**config.mk**
```make
export PLATFORM = sky130hd
export DESIGN_NAME = charger_powerpath_int_regs
export DESIGN_NICKNAME = d
export VERILOG_FILES = /design/src/charger_regs_pkg.sv /design/src/i2c_reg_if.sv /design/src/charger_powerpath_int_regs.sv /design/src/i2c_reg_slave.sv
export SDC_FILE = /design/constraint.sdc
export NUM_CORES = 1
export LEC_CHECK = 0
export BUFFER_PORTS_ARGS = -buffer_cell sky130_fd_sc_hd__buf_2
export CAP_MARGIN = 20
export CORE_UTILIZATION = 50
export DETAILED_ROUTE_END_ITERATION = 16
export PLACE_DENSITY_LB_ADDON = 0.1
export SYNTH_ARGS = -nofsm -noshare
export SYNTH_HDL_FRONTEND = slang
export SYNTH_SLANG_ARGS = --single-unit
```
**constraint.sdc**
```tcl
create_clock -name ref_clk -period 1.9 [get_ports ref_clk]
set_clock_uncertainty 0.2 [all_clocks]
set_input_delay 0.095 -clock ref_clk [delete_from_list [all_inputs] [get_ports ref_clk]]
set_output_delay 0.095 -clock ref_clk [all_outputs]
set_load 0.1 [all_outputs]
```
**src/charger_regs_pkg.sv**
```systemverilog
// Package holding offsets, field positions, reset values and I2C constants for the register bank
package charger_regs_pkg;

    // ==========================================================
    // I2C slave
    localparam logic [6:0] SLAVE_ADDR = 7'h48;
    localparam logic [7:0] UNMAPPED_VALUE = 8'h00;

    // ==========================================================
    // Register offsets
    localparam logic [7:0] POWER_PATH_CONTROL_ADDR = 8'h01;
    localparam logic [7:0] INTERRUPT_MASK_FLAGS_ADDR = 8'h02;
    localparam logic [7:0] CHARGER_STATUS_ADDR = 8'h03;
    localparam logic [7:0] CHARGER_TIMER_CONFIG_ADDR = 8'h04;

    // ==========================================================
    // Field positions
    localparam int PP_USB_PRESENT_BIT = 7;
    localparam int PP_AC_PRESENT_BIT = 6;
    localparam int PP_USB_SUSPEND_BIT = 5;
    localparam int PP_AC_SUSPEND_BIT = 4;
    localparam int INT_MASK_INPUT_BIT = 7;
    localparam int INT_MASK_TOUCH_BIT = 6;
    localparam int INT_MASK_BUTTON_BIT = 5;
    localparam int INT_TOUCH_BIT = 3;
    localparam int INT_BUTTON_BIT = 2;
    localparam int INT_APPLIED_BIT = 1;
    localparam int INT_REMOVED_BIT = 0;
    localparam int TC_TIMER_ENABLE_BIT = 5;

    // ==========================================================
    // Values after reset or lockout
    localparam logic [1:0] AC_CURRENT_RESET = 2'h3;
    localparam logic [1:0] USB_CURRENT_RESET = 2'h1;
    localparam logic [2:0] INT_MASK_RESET = 3'h0;
    localparam logic [3:0] INT_FLAGS_RESET = 4'h0;
    localparam logic [7:0] CHARGER_TIMER_CONFIG_RESET = 8'h31;

endpackage

```
**src/i2c_reg_if.sv**
```systemverilog
// Interface carrying register accesses from the I2C slave to the register bank
`timescale 1ns/1ps
interface i2c_reg_if;
    logic [7:0] addr;
    logic [7:0] wdata;
    logic wr_stb;
    logic rd_stb;
    logic [7:0] rdata;

    modport slave (output addr, output wdata, output wr_stb, output rd_stb, input rdata);
    modport bank (input addr, input wdata, input wr_stb, input rd_stb, output rdata);
endinterface

```
**src/charger_powerpath_int_regs.sv**
```systemverilog
// Charger and power-path register bank with its I2C slave and interrupt pin
//
// Summary of operation
// Bit 7 shows USB source present, valid
// Bit 6 shows adapter source present, valid
// Bits 5/4 suspend USB/adapter inputs, reset 0
// Adapter current field bits 3..2, default 11
// USB current field bits 1..0, default 01
// Clear safety timers when both inputs absent
// Input-change mask drives interrupt on input flags
// Touch and button masks gate their interrupts
// Touch flag set on touch, read clears
// Button flag set on press, read clears
// Input-applied flag sticky until read
// Input-removed flag sticky until read
// Status bit 7 shows thermal regulation
// Status bit 6 shows power-path loop active
// Status bit 5 shows thermal suspend
// Status bit 4 shows termination reached
// Status bits 2/1 show timer expirations
// Status bit 0 shows missing temperature sensor
// Timer config bits 7..6 select timeout hours
// Timer config bit 5 enables charge timers
// Current fields reload on removal or lockout
// I2C slave address 1001000, unlisted read 00h
// Unused interrupt/status bits read zero
`timescale 1ns/1ps
module charger_powerpath_int_regs (
    input wire logic ref_clk,
    input wire logic rst_n,
    input wire logic clk_en,
    input wire logic scl_in,
    input wire logic sda_in,
    output logic sda_out,
    output logic sda_oe,
    input wire logic usb_present,
    input wire logic ac_present,
    input wire logic under_voltage_lockout,
    input wire logic touch_detect,
    input wire logic push_button_input,
    input wire logic push_button_active_high,
    input wire logic thermal_regulation,
    input wire logic dynamic_power_path_loop,
    input wire logic thermal_suspend,
    input wire logic term_current_reached,
    input wire logic fast_charge_timeout,
    input wire logic precharge_timeout,
    input wire logic bat_temp_error,
    output logic usb_suspend,
    output logic ac_suspend,
    output logic [1:0] ac_current_limit,
    output logic [1:0] usb_current_limit,
    output logic [1:0] safety_timer_value,
    output logic safety_timer_enable,
    output logic [4:0] timer_config_low,
    output logic safety_timer_clear,
    output logic int_n_out,
    output logic int_n_oe
);
    i2c_reg_if bus ();

    logic usb_q, ac_q, touch_q, button_q;
    logic [2:0] mask_q;
    logic [3:0] flags_q;
    logic [7:0] timer_cfg_q;
    logic [7:0] rdata_c;
    logic button_level;
    logic any_input;
    logic rd_int;
    logic [3:0] seen_q;
    logic [3:0] set_c;
    logic [3:0] clr_c;

    // ==========================================================
    // I2C slave
    i2c_reg_slave slave_u (
        .ref_clk(ref_clk),
        .rst_n(rst_n),
        .clk_en(clk_en),
        .scl_in(scl_in),
        .sda_in(sda_in),
        .sda_out(sda_out),
        .sda_oe(sda_oe),
        .bus(bus.slave)
    );

    assign button_level = push_button_active_high ? push_button_input : ~push_button_input;
    assign any_input = usb_present | ac_present;
    assign rd_int = bus.rd_stb && bus.addr == charger_regs_pkg::INTERRUPT_MASK_FLAGS_ADDR;
    // Strobe lags the data capture, so clear only the bits that were shifted out
    assign clr_c = rd_int ? seen_q : 4'h0;

    // ==========================================================
    // Input history for edge detection
    always_ff @(posedge ref_clk) begin
        if (!rst_n) begin
            usb_q <= 1'b0;
            ac_q <= 1'b0;
            touch_q <= 1'b0;
            button_q <= 1'b0;
        end else if (clk_en) begin
            usb_q <= usb_present;
            ac_q <= ac_present;
            touch_q <= touch_detect;
            button_q <= button_level;
        end
    end

    // ==========================================================
    // Power-path control register
    always_ff @(posedge ref_clk) begin
        if (!rst_n || under_voltage_lockout) begin
            usb_suspend <= 1'b0;
            ac_suspend <= 1'b0;
            ac_current_limit <= charger_regs_pkg::AC_CURRENT_RESET;
            usb_current_limit <= charger_regs_pkg::USB_CURRENT_RESET;
        end else if (clk_en) begin
            if (bus.wr_stb && bus.addr == charger_regs_pkg::POWER_PATH_CONTROL_ADDR) begin
                usb_suspend <= bus.wdata[charger_regs_pkg::PP_USB_SUSPEND_BIT];
                ac_suspend <= bus.wdata[charger_regs_pkg::PP_AC_SUSPEND_BIT];
                ac_current_limit <= bus.wdata[3:2];
                usb_current_limit <= bus.wdata[1:0];
            end
            if (ac_q && !ac_present) begin
                ac_current_limit <= charger_regs_pkg::AC_CURRENT_RESET;
            end
            if (usb_q && !usb_present) begin
                usb_current_limit <= charger_regs_pkg::USB_CURRENT_RESET;
            end
        end
    end

    // ==========================================================
    // Interrupt masks and sticky flags
    always_comb begin
        set_c = 4'h0;
        set_c[charger_regs_pkg::INT_TOUCH_BIT] = touch_detect & ~touch_q;
        set_c[charger_regs_pkg::INT_BUTTON_BIT] = button_level & ~button_q;
        set_c[charger_regs_pkg::INT_APPLIED_BIT] =
            (usb_present & ~usb_q) | (ac_present & ~ac_q);
        set_c[charger_regs_pkg::INT_REMOVED_BIT] =
            (usb_q & ~usb_present) | (ac_q & ~ac_present);
    end

    always_ff @(posedge ref_clk) begin
        if (!rst_n || under_voltage_lockout) begin
            mask_q <= charger_regs_pkg::INT_MASK_RESET;
            flags_q <= charger_regs_pkg::INT_FLAGS_RESET;
            seen_q <= charger_regs_pkg::INT_FLAGS_RESET;
        end else if (clk_en) begin
            if (bus.wr_stb && bus.addr == charger_regs_pkg::INTERRUPT_MASK_FLAGS_ADDR) begin
                mask_q <= bus.wdata[7:5];
            end
            // Read clears what was read, a new event wins
            flags_q <= set_c | (flags_q & ~clr_c);
            seen_q <= flags_q;
        end
    end

    // ==========================================================
    // Timer configuration register
    always_ff @(posedge ref_clk) begin
        if (!rst_n || under_voltage_lockout) begin
            timer_cfg_q <= charger_regs_pkg::CHARGER_TIMER_CONFIG_RESET;
        end else if (clk_en) begin
            if (bus.wr_stb && bus.addr == charger_regs_pkg::CHARGER_TIMER_CONFIG_ADDR) begin
                timer_cfg_q <= bus.wdata;
            end
        end
    end

    assign safety_timer_value = timer_cfg_q[7:6];
    assign safety_timer_enable = timer_cfg_q[charger_regs_pkg::TC_TIMER_ENABLE_BIT];
    assign timer_config_low = timer_cfg_q[4:0];

    // ==========================================================
    // Safety timer clear and interrupt pin
    always_ff @(posedge ref_clk) begin
        if (!rst_n) begin
            safety_timer_clear <= 1'b0;
            int_n_oe <= 1'b0;
        end else if (clk_en) begin
            safety_timer_clear <= ~any_input;
            int_n_oe <= (mask_q[2] & (flags_q[1] | flags_q[0])) |
                (mask_q[1] & flags_q[3]) | (mask_q[0] & flags_q[2]);
        end
    end

    assign int_n_out = 1'b0;

    // ==========================================================
    // Read mux
    always_comb begin
        rdata_c = charger_regs_pkg::UNMAPPED_VALUE;
        unique case (bus.addr)
            charger_regs_pkg::POWER_PATH_CONTROL_ADDR: begin
                rdata_c = {usb_present, ac_present, usb_suspend, ac_suspend,
                    ac_current_limit, usb_current_limit};
            end
            charger_regs_pkg::INTERRUPT_MASK_FLAGS_ADDR: begin
                rdata_c = {mask_q, 1'b0, flags_q};
            end
            charger_regs_pkg::CHARGER_STATUS_ADDR: begin
                rdata_c = {thermal_regulation, dynamic_power_path_loop, thermal_suspend,
                    term_current_reached, 1'b0, fast_charge_timeout,
                    precharge_timeout, bat_temp_error};
            end
            charger_regs_pkg::CHARGER_TIMER_CONFIG_ADDR: begin
                rdata_c = timer_cfg_q;
            end
            default: begin
                rdata_c = charger_regs_pkg::UNMAPPED_VALUE;
            end
        endcase
    end

    assign bus.rdata = rdata_c;
endmodule

```
**src/i2c_reg_slave.sv**
```systemverilog
// I2C slave that turns bus transfers into register read and write strobes
`timescale 1ns/1ps
module i2c_reg_slave (
    input wire logic ref_clk,
    input wire logic rst_n,
    input wire logic clk_en,
    input wire logic scl_in,
    input wire logic sda_in,
    output logic sda_out,
    output logic sda_oe,
    i2c_reg_if.slave bus
);
    typedef enum logic [2:0] {
        ST_IDLE = 3'b000,
        ST_ADDR = 3'b001,
        ST_ACK = 3'b010,
        ST_WRITE = 3'b011,
        ST_READ = 3'b100,
        ST_RACK = 3'b101
    } i2c_state_e;

    i2c_state_e state_q;
    logic scl_q, sda_q;
    logic [7:0] shift_q;
    logic [3:0] cnt_q;
    logic rnw_q, have_ptr_q, acked_q;
    logic [7:0] ptr_q;

    wire scl_rise = scl_in & ~scl_q;
    wire scl_fall = ~scl_in & scl_q;
    wire start_c = scl_in & scl_q & sda_q & ~sda_in;
    wire stop_c = scl_in & scl_q & ~sda_q & sda_in;

    assign sda_out = 1'b0;
    assign bus.addr = ptr_q;

    // ==========================================================
    // Line history
    always_ff @(posedge ref_clk) begin
        if (!rst_n) begin
            scl_q <= 1'b1;
            sda_q <= 1'b1;
        end else if (clk_en) begin
            scl_q <= scl_in;
            sda_q <= sda_in;
        end
    end

    // ==========================================================
    // Protocol state machine
    always_ff @(posedge ref_clk) begin
        if (!rst_n) begin
            state_q <= ST_IDLE;
            shift_q <= 8'h00;
            cnt_q <= 4'h0;
            rnw_q <= 1'b0;
            have_ptr_q <= 1'b0;
            ptr_q <= 8'h00;
            acked_q <= 1'b0;
            sda_oe <= 1'b0;
            bus.wdata <= 8'h00;
            bus.wr_stb <= 1'b0;
            bus.rd_stb <= 1'b0;
        end else if (clk_en) begin
            bus.wr_stb <= 1'b0;
            bus.rd_stb <= 1'b0;
            if (start_c) begin
                state_q <= ST_ADDR;
                cnt_q <= 4'h0;
                sda_oe <= 1'b0;
            end else if (stop_c) begin
                state_q <= ST_IDLE;
                sda_oe <= 1'b0;
            end else begin
                unique case (state_q)
                    ST_IDLE: begin
                        sda_oe <= 1'b0;
                    end
                    ST_ADDR, ST_WRITE: begin
                        if (scl_rise) begin
                            shift_q <= {shift_q[6:0], sda_in};
                            cnt_q <= cnt_q + 4'h1;
                        end
                        if (scl_fall && cnt_q == 4'h8) begin
                            cnt_q <= 4'h0;
                            if (state_q == ST_ADDR) begin
                                if (shift_q[7:1] == charger_regs_pkg::SLAVE_ADDR) begin
                                    rnw_q <= shift_q[0];
                                    have_ptr_q <= 1'b0;
                                    sda_oe <= 1'b1;
                                    state_q <= ST_ACK;
                                end else begin
                                    state_q <= ST_IDLE;
                                end
                            end else begin
                                if (!have_ptr_q) begin
                                    ptr_q <= shift_q;
                                    have_ptr_q <= 1'b1;
                                end else begin
                                    bus.wdata <= shift_q;
                                    bus.wr_stb <= 1'b1;
                                end
                                sda_oe <= 1'b1;
                                state_q <= ST_ACK;
                            end
                        end
                    end
                    ST_ACK: begin
                        if (scl_fall) begin
                            if (rnw_q) begin
                                bus.rd_stb <= 1'b1;
                                sda_oe <= ~bus.rdata[7];
                                shift_q <= {bus.rdata[6:0], 1'b1};
                                cnt_q <= 4'h1;
                                state_q <= ST_READ;
                            end else begin
                                if (have_ptr_q && bus.wr_stb == 1'b0 && cnt_q == 4'h0 &&
                                    acked_q) begin
                                    ptr_q <= ptr_q + 8'h01;
                                end
                                acked_q <= have_ptr_q;
                                sda_oe <= 1'b0;
                                state_q <= ST_WRITE;
                            end
                        end
                    end
                    ST_READ: begin
                        if (scl_fall) begin
                            if (cnt_q == 4'h8) begin
                                sda_oe <= 1'b0;
                                ptr_q <= ptr_q + 8'h01;
                                state_q <= ST_RACK;
                            end else begin
                                sda_oe <= ~shift_q[7];
                                shift_q <= {shift_q[6:0], 1'b1};
                                cnt_q <= cnt_q + 4'h1;
                            end
                        end
                    end
                    ST_RACK: begin
                        if (scl_rise) begin
                            state_q <= sda_in ? ST_IDLE : ST_ACK;
                        end
                    end
                    default: begin
                        state_q <= ST_IDLE;
                    end
                endcase
            end
        end
    end
endmodule

```
==> metrics <==
status=finished with violations; failing checks=setup timing; WP data required=just under 2 ns; # diodes=0; Hold WC Path Type=in -> reg; Crit-path slowest cell=or4_4; yosys warns=0; floorplan row count=31; # nets final=611; post-synthesis instance area=3810 sq um; min setup slack post-route=-0.176 ns; WP data arrival=2.16 ns; Crit. End Element=register; final worst path period share=1.09; Hold Path Stages=4; die height=89.3 um; Clock Tree Buf Depth=2; number of synthesized flops with an enable pin=0; Filler cells=513; Max Freq=482 MHz; register area share after synthesis=0.368; Initial DRC Count=276; RR Startpoint=slave_u.cnt_q[0]; DP Cell Count=643; largest net degree at the start of global routing=22; Worst slew margin=0.419; Peak VDD IR=0.803 mV; Psw=0.794 mW; crit-path cells=inv_2 -> ha_4 -> and3b_2 -> a221oi_4 -> nor2_2 -> or4_4 -> a21oi_2; Starting Density=0.520; pwr/cell area=587 nW/um^2; Synth Area per Inst=approximately 8.3 sq um; post-route DRC violation count=0; TritonCTS clock tree=built; total power=3.29 mW; total wire length=about 13 mm; Main synth FF type=dfxtp_1; non-filler cells, final=just under 700; I/O pin count=37; area leader, netlist=dfxtp_1; Root Buffer=clkbuf_8; Final Hold Vio Count=0; CP max FO=4; post-synthesis cell count=462; # setup viols final=36; number of iterations in the first detailed-routing pass=5; share of post-route cells with drive strength above 1=0.422; cts bufs inserted=9; later-pin clock latency in the skew report=roughly 0.36 ns; Die W=89.3 um; sink of the worst hold path=slave_u.cnt_q[0]; Slew Viols, Final=0; clock slew seen by the registers of the worst setup and hold paths=0.09 ns; Net Sw Frac=0.242; Hold Crit Start=scl_in; die area=7980 sq um; setup slack, reg-to-reg=-0.18 ns; Cell Area, Placed=4600 sq um; Worst R2R Path Depth=7; P_int=2.49 mW; core box area=roughly 7300 sq um; Port Buffers=34; Crit Path Class=reg -> reg; Seq pwr share=0.455; vias in the first global route=3,847; post-synthesis sequential element count=70; antenna-violating nets left=0; critical path startpoint category=register; initial antenna violation count=0; top-area cell type share of the netlist area=0.368; power share of the combinational group=0.083; Area growth, synth to finish=46.8%; LEAKAGE=2.13 nW; first-pass GRT wire length=19.0 mm; Yosys cell types=69; Worst-Margin Slew=0.871 ns; RSZ-0062 raised after global routing=yes; Vias/cell=about 6.2; Crit path largest cell delay=0.42 ns; min cycle time layout=2.08 ns; grt total ovfl=0; asr flop ratio synth=0; max-cap violation count=0; Total Routing Usage GR=0.320; Final Cell Area=5600 sq um; CTS sink cnt=70; RR Endpoint=slave_u.cnt_q[3]; Clock power frac=0.463; largest cells by area after synthesis=dfxtp_1, mux2i_1, a21oi_1; Vias=4,276; drt wl/cell=approximately 19 um; GP Congestion=roughly 0.9; CTS H-tree depth=3; DP Wirelength=between 8 and 9 mm
[layer usage]
layer  vias up  wire (um)  GRT usage
li1       1939          -          -
met4         0        591      0.150
met3        62        993     0.0563
met1      2055       5430      0.407
met5         -          0          0
met2       220       6280      0.526
[critical path, delay by kind of cell (launching register included)]
kind                     cells  cell delay, ns
AO/OA/AOI/OAI                2            0.46
flip-flops                   1            0.35
buffers and inverters        1            0.05
adder cells (fa/ha/maj)      1            0.16
AND/OR/NAND/NOR              3            0.78
[layout make-up]
type / count / area (sq um) / share of cell area
repair buffers: 144 / 1090 / 0.195
flip-flops and latches: 70 / 1430 / 0.255
multi-input cells: 345 / 2640 / 0.472
well taps: 99 / 124 / 0.0221
inverters: 17 / 63.8 / 0.0114
clock inverters: 5 / 106 / 0.0190
clock buffers: 11 / 141 / 0.0253
[layout by cell type (no fill, tap or decap), types with 6 or more instances in the layout]
cell type      netlist  routed
o32ai_2              0       6
o21ai_0             28      21
nor3_1              14       9
nand3b_1             6       6
nand3_1             16      15
and2_1               6       6
nor2_1              39      36
dfxtp_2              0       8
a222oi_1             6       6
clkbuf_8             0      10
buf_6                0      14
nand2_1             43      38
dlygate4sd3_1        0      10
dfxtp_1             70      58
buf_4                2      82
inv_1               16      13
a21oi_1             39      27
buf_2               10      36
a21oi_2              0      12
mux2i_1             33      32
[worst max path at each step]
stage / from / endpoint / slack, ns / cells past startpoint
finish: slave_u.cnt_q[0] / slave_u.cnt_q[3] / -0.18 / 7
global route: slave_u.rnw_q / slave_u.bus.addr[0] / -0.24 / 5
CTS: slave_u.cnt_q[0] / slave_u.cnt_q[3] / -0.08 / 7
detailed placement: slave_u.cnt_q[0] / slave_u.bus.addr[4] / -0.18 / 7
global placement: slave_u.state_q[0] / slave_u.shift_q[3] / -0.14 / 6
floorplan: slave_u.cnt_q[0] / slave_u.cnt_q[3] / -0.05 / 7
[cells in the mapped netlist, types with 3 or more instances]
cell and number:
nor2b_1 6, nor3_1 14, a222oi_1 6, nor3b_1 3, o21ai_1 4, buf_1 4
or2_2 4, or3b_1 4, clkbuf_1 15, nand4b_1 3, a31oi_1 5, inv_1 16
o21ai_0 28, dfxtp_1 70, a22oi_1 9, nor4_1 3, nand4_1 3, o21a_1 5
and2_1 6, buf_2 10, mux2i_1 33, ha_1 6, nand2b_1 4, nor2_1 39
nand2_1 43, nand3b_1 6, nand3_1 16, o32ai_1 6, a21oi_1 39
[timing repair]
action                     4_1_cts  5_1_grt
setup endpoints to repair       44       55
resized for setup               54       71
cloned                           1        2
pin swaps                       22       37
hold buffers                    10        0
setup buffers                    7       12
hold endpoints to repair        27        0
[registers in the layout, summed over array words and instances, names as in the netlist, 2 cells and up]
signal	cells
slave_u.bus.addr	8
slave_u.bus.wdata	8
slave_u.shift_q	8
timer_cfg_q	8
flags_q	4
seen_q	4
slave_u.cnt_q	4
mask_q	3
slave_u.state_q	3
ac_current_limit	2
usb_current_limit	2
[metrics by stage]
step,hold slack (ns),TNS (ns),worst slack (ns),utilization
detailed placement,0.156,-3.27,-0.181,0.627
global placement,0.151,-2.23,-0.138,0.627
finish,0.0707,-2.73,-0.176,0.763
global route,0.0976,-5.86,-0.241,0.763
floorplan,0.0235,-0.0597,-0.0545,-
CTS,0.0579,-0.330,-0.0778,0.709
[logic make-up after synthesis]
| group | synth area share |
|---|---|
| xor gates and xnor gates | 0.00460 |
| other | 0.000984 |
| muxes | 0.0896 |
| adders and majority gates | 0.0197 |
| buffers and inverters | 0.0525 |
| DFF | 0.368 |
| and+or+nand+nor | 0.245 |
| AOI/OAI and AO/OA | 0.220 |
[power by group through the flow]
stage / registers (mW) / logic (mW) / clock network [mW]
after floorplan: 1.54 / 0.132 / 0
after global placement: 1.53 / 0.219 / 0
after detailed placement: 1.53 / 0.223 / 0
after CTS: 1.49 / 0.254 / 1.53
after global routing: 1.50 / 0.290 / 1.58
final: 1.49 / 0.272 / 1.52
No activity file was read; power rests on OpenSTA's default activity.
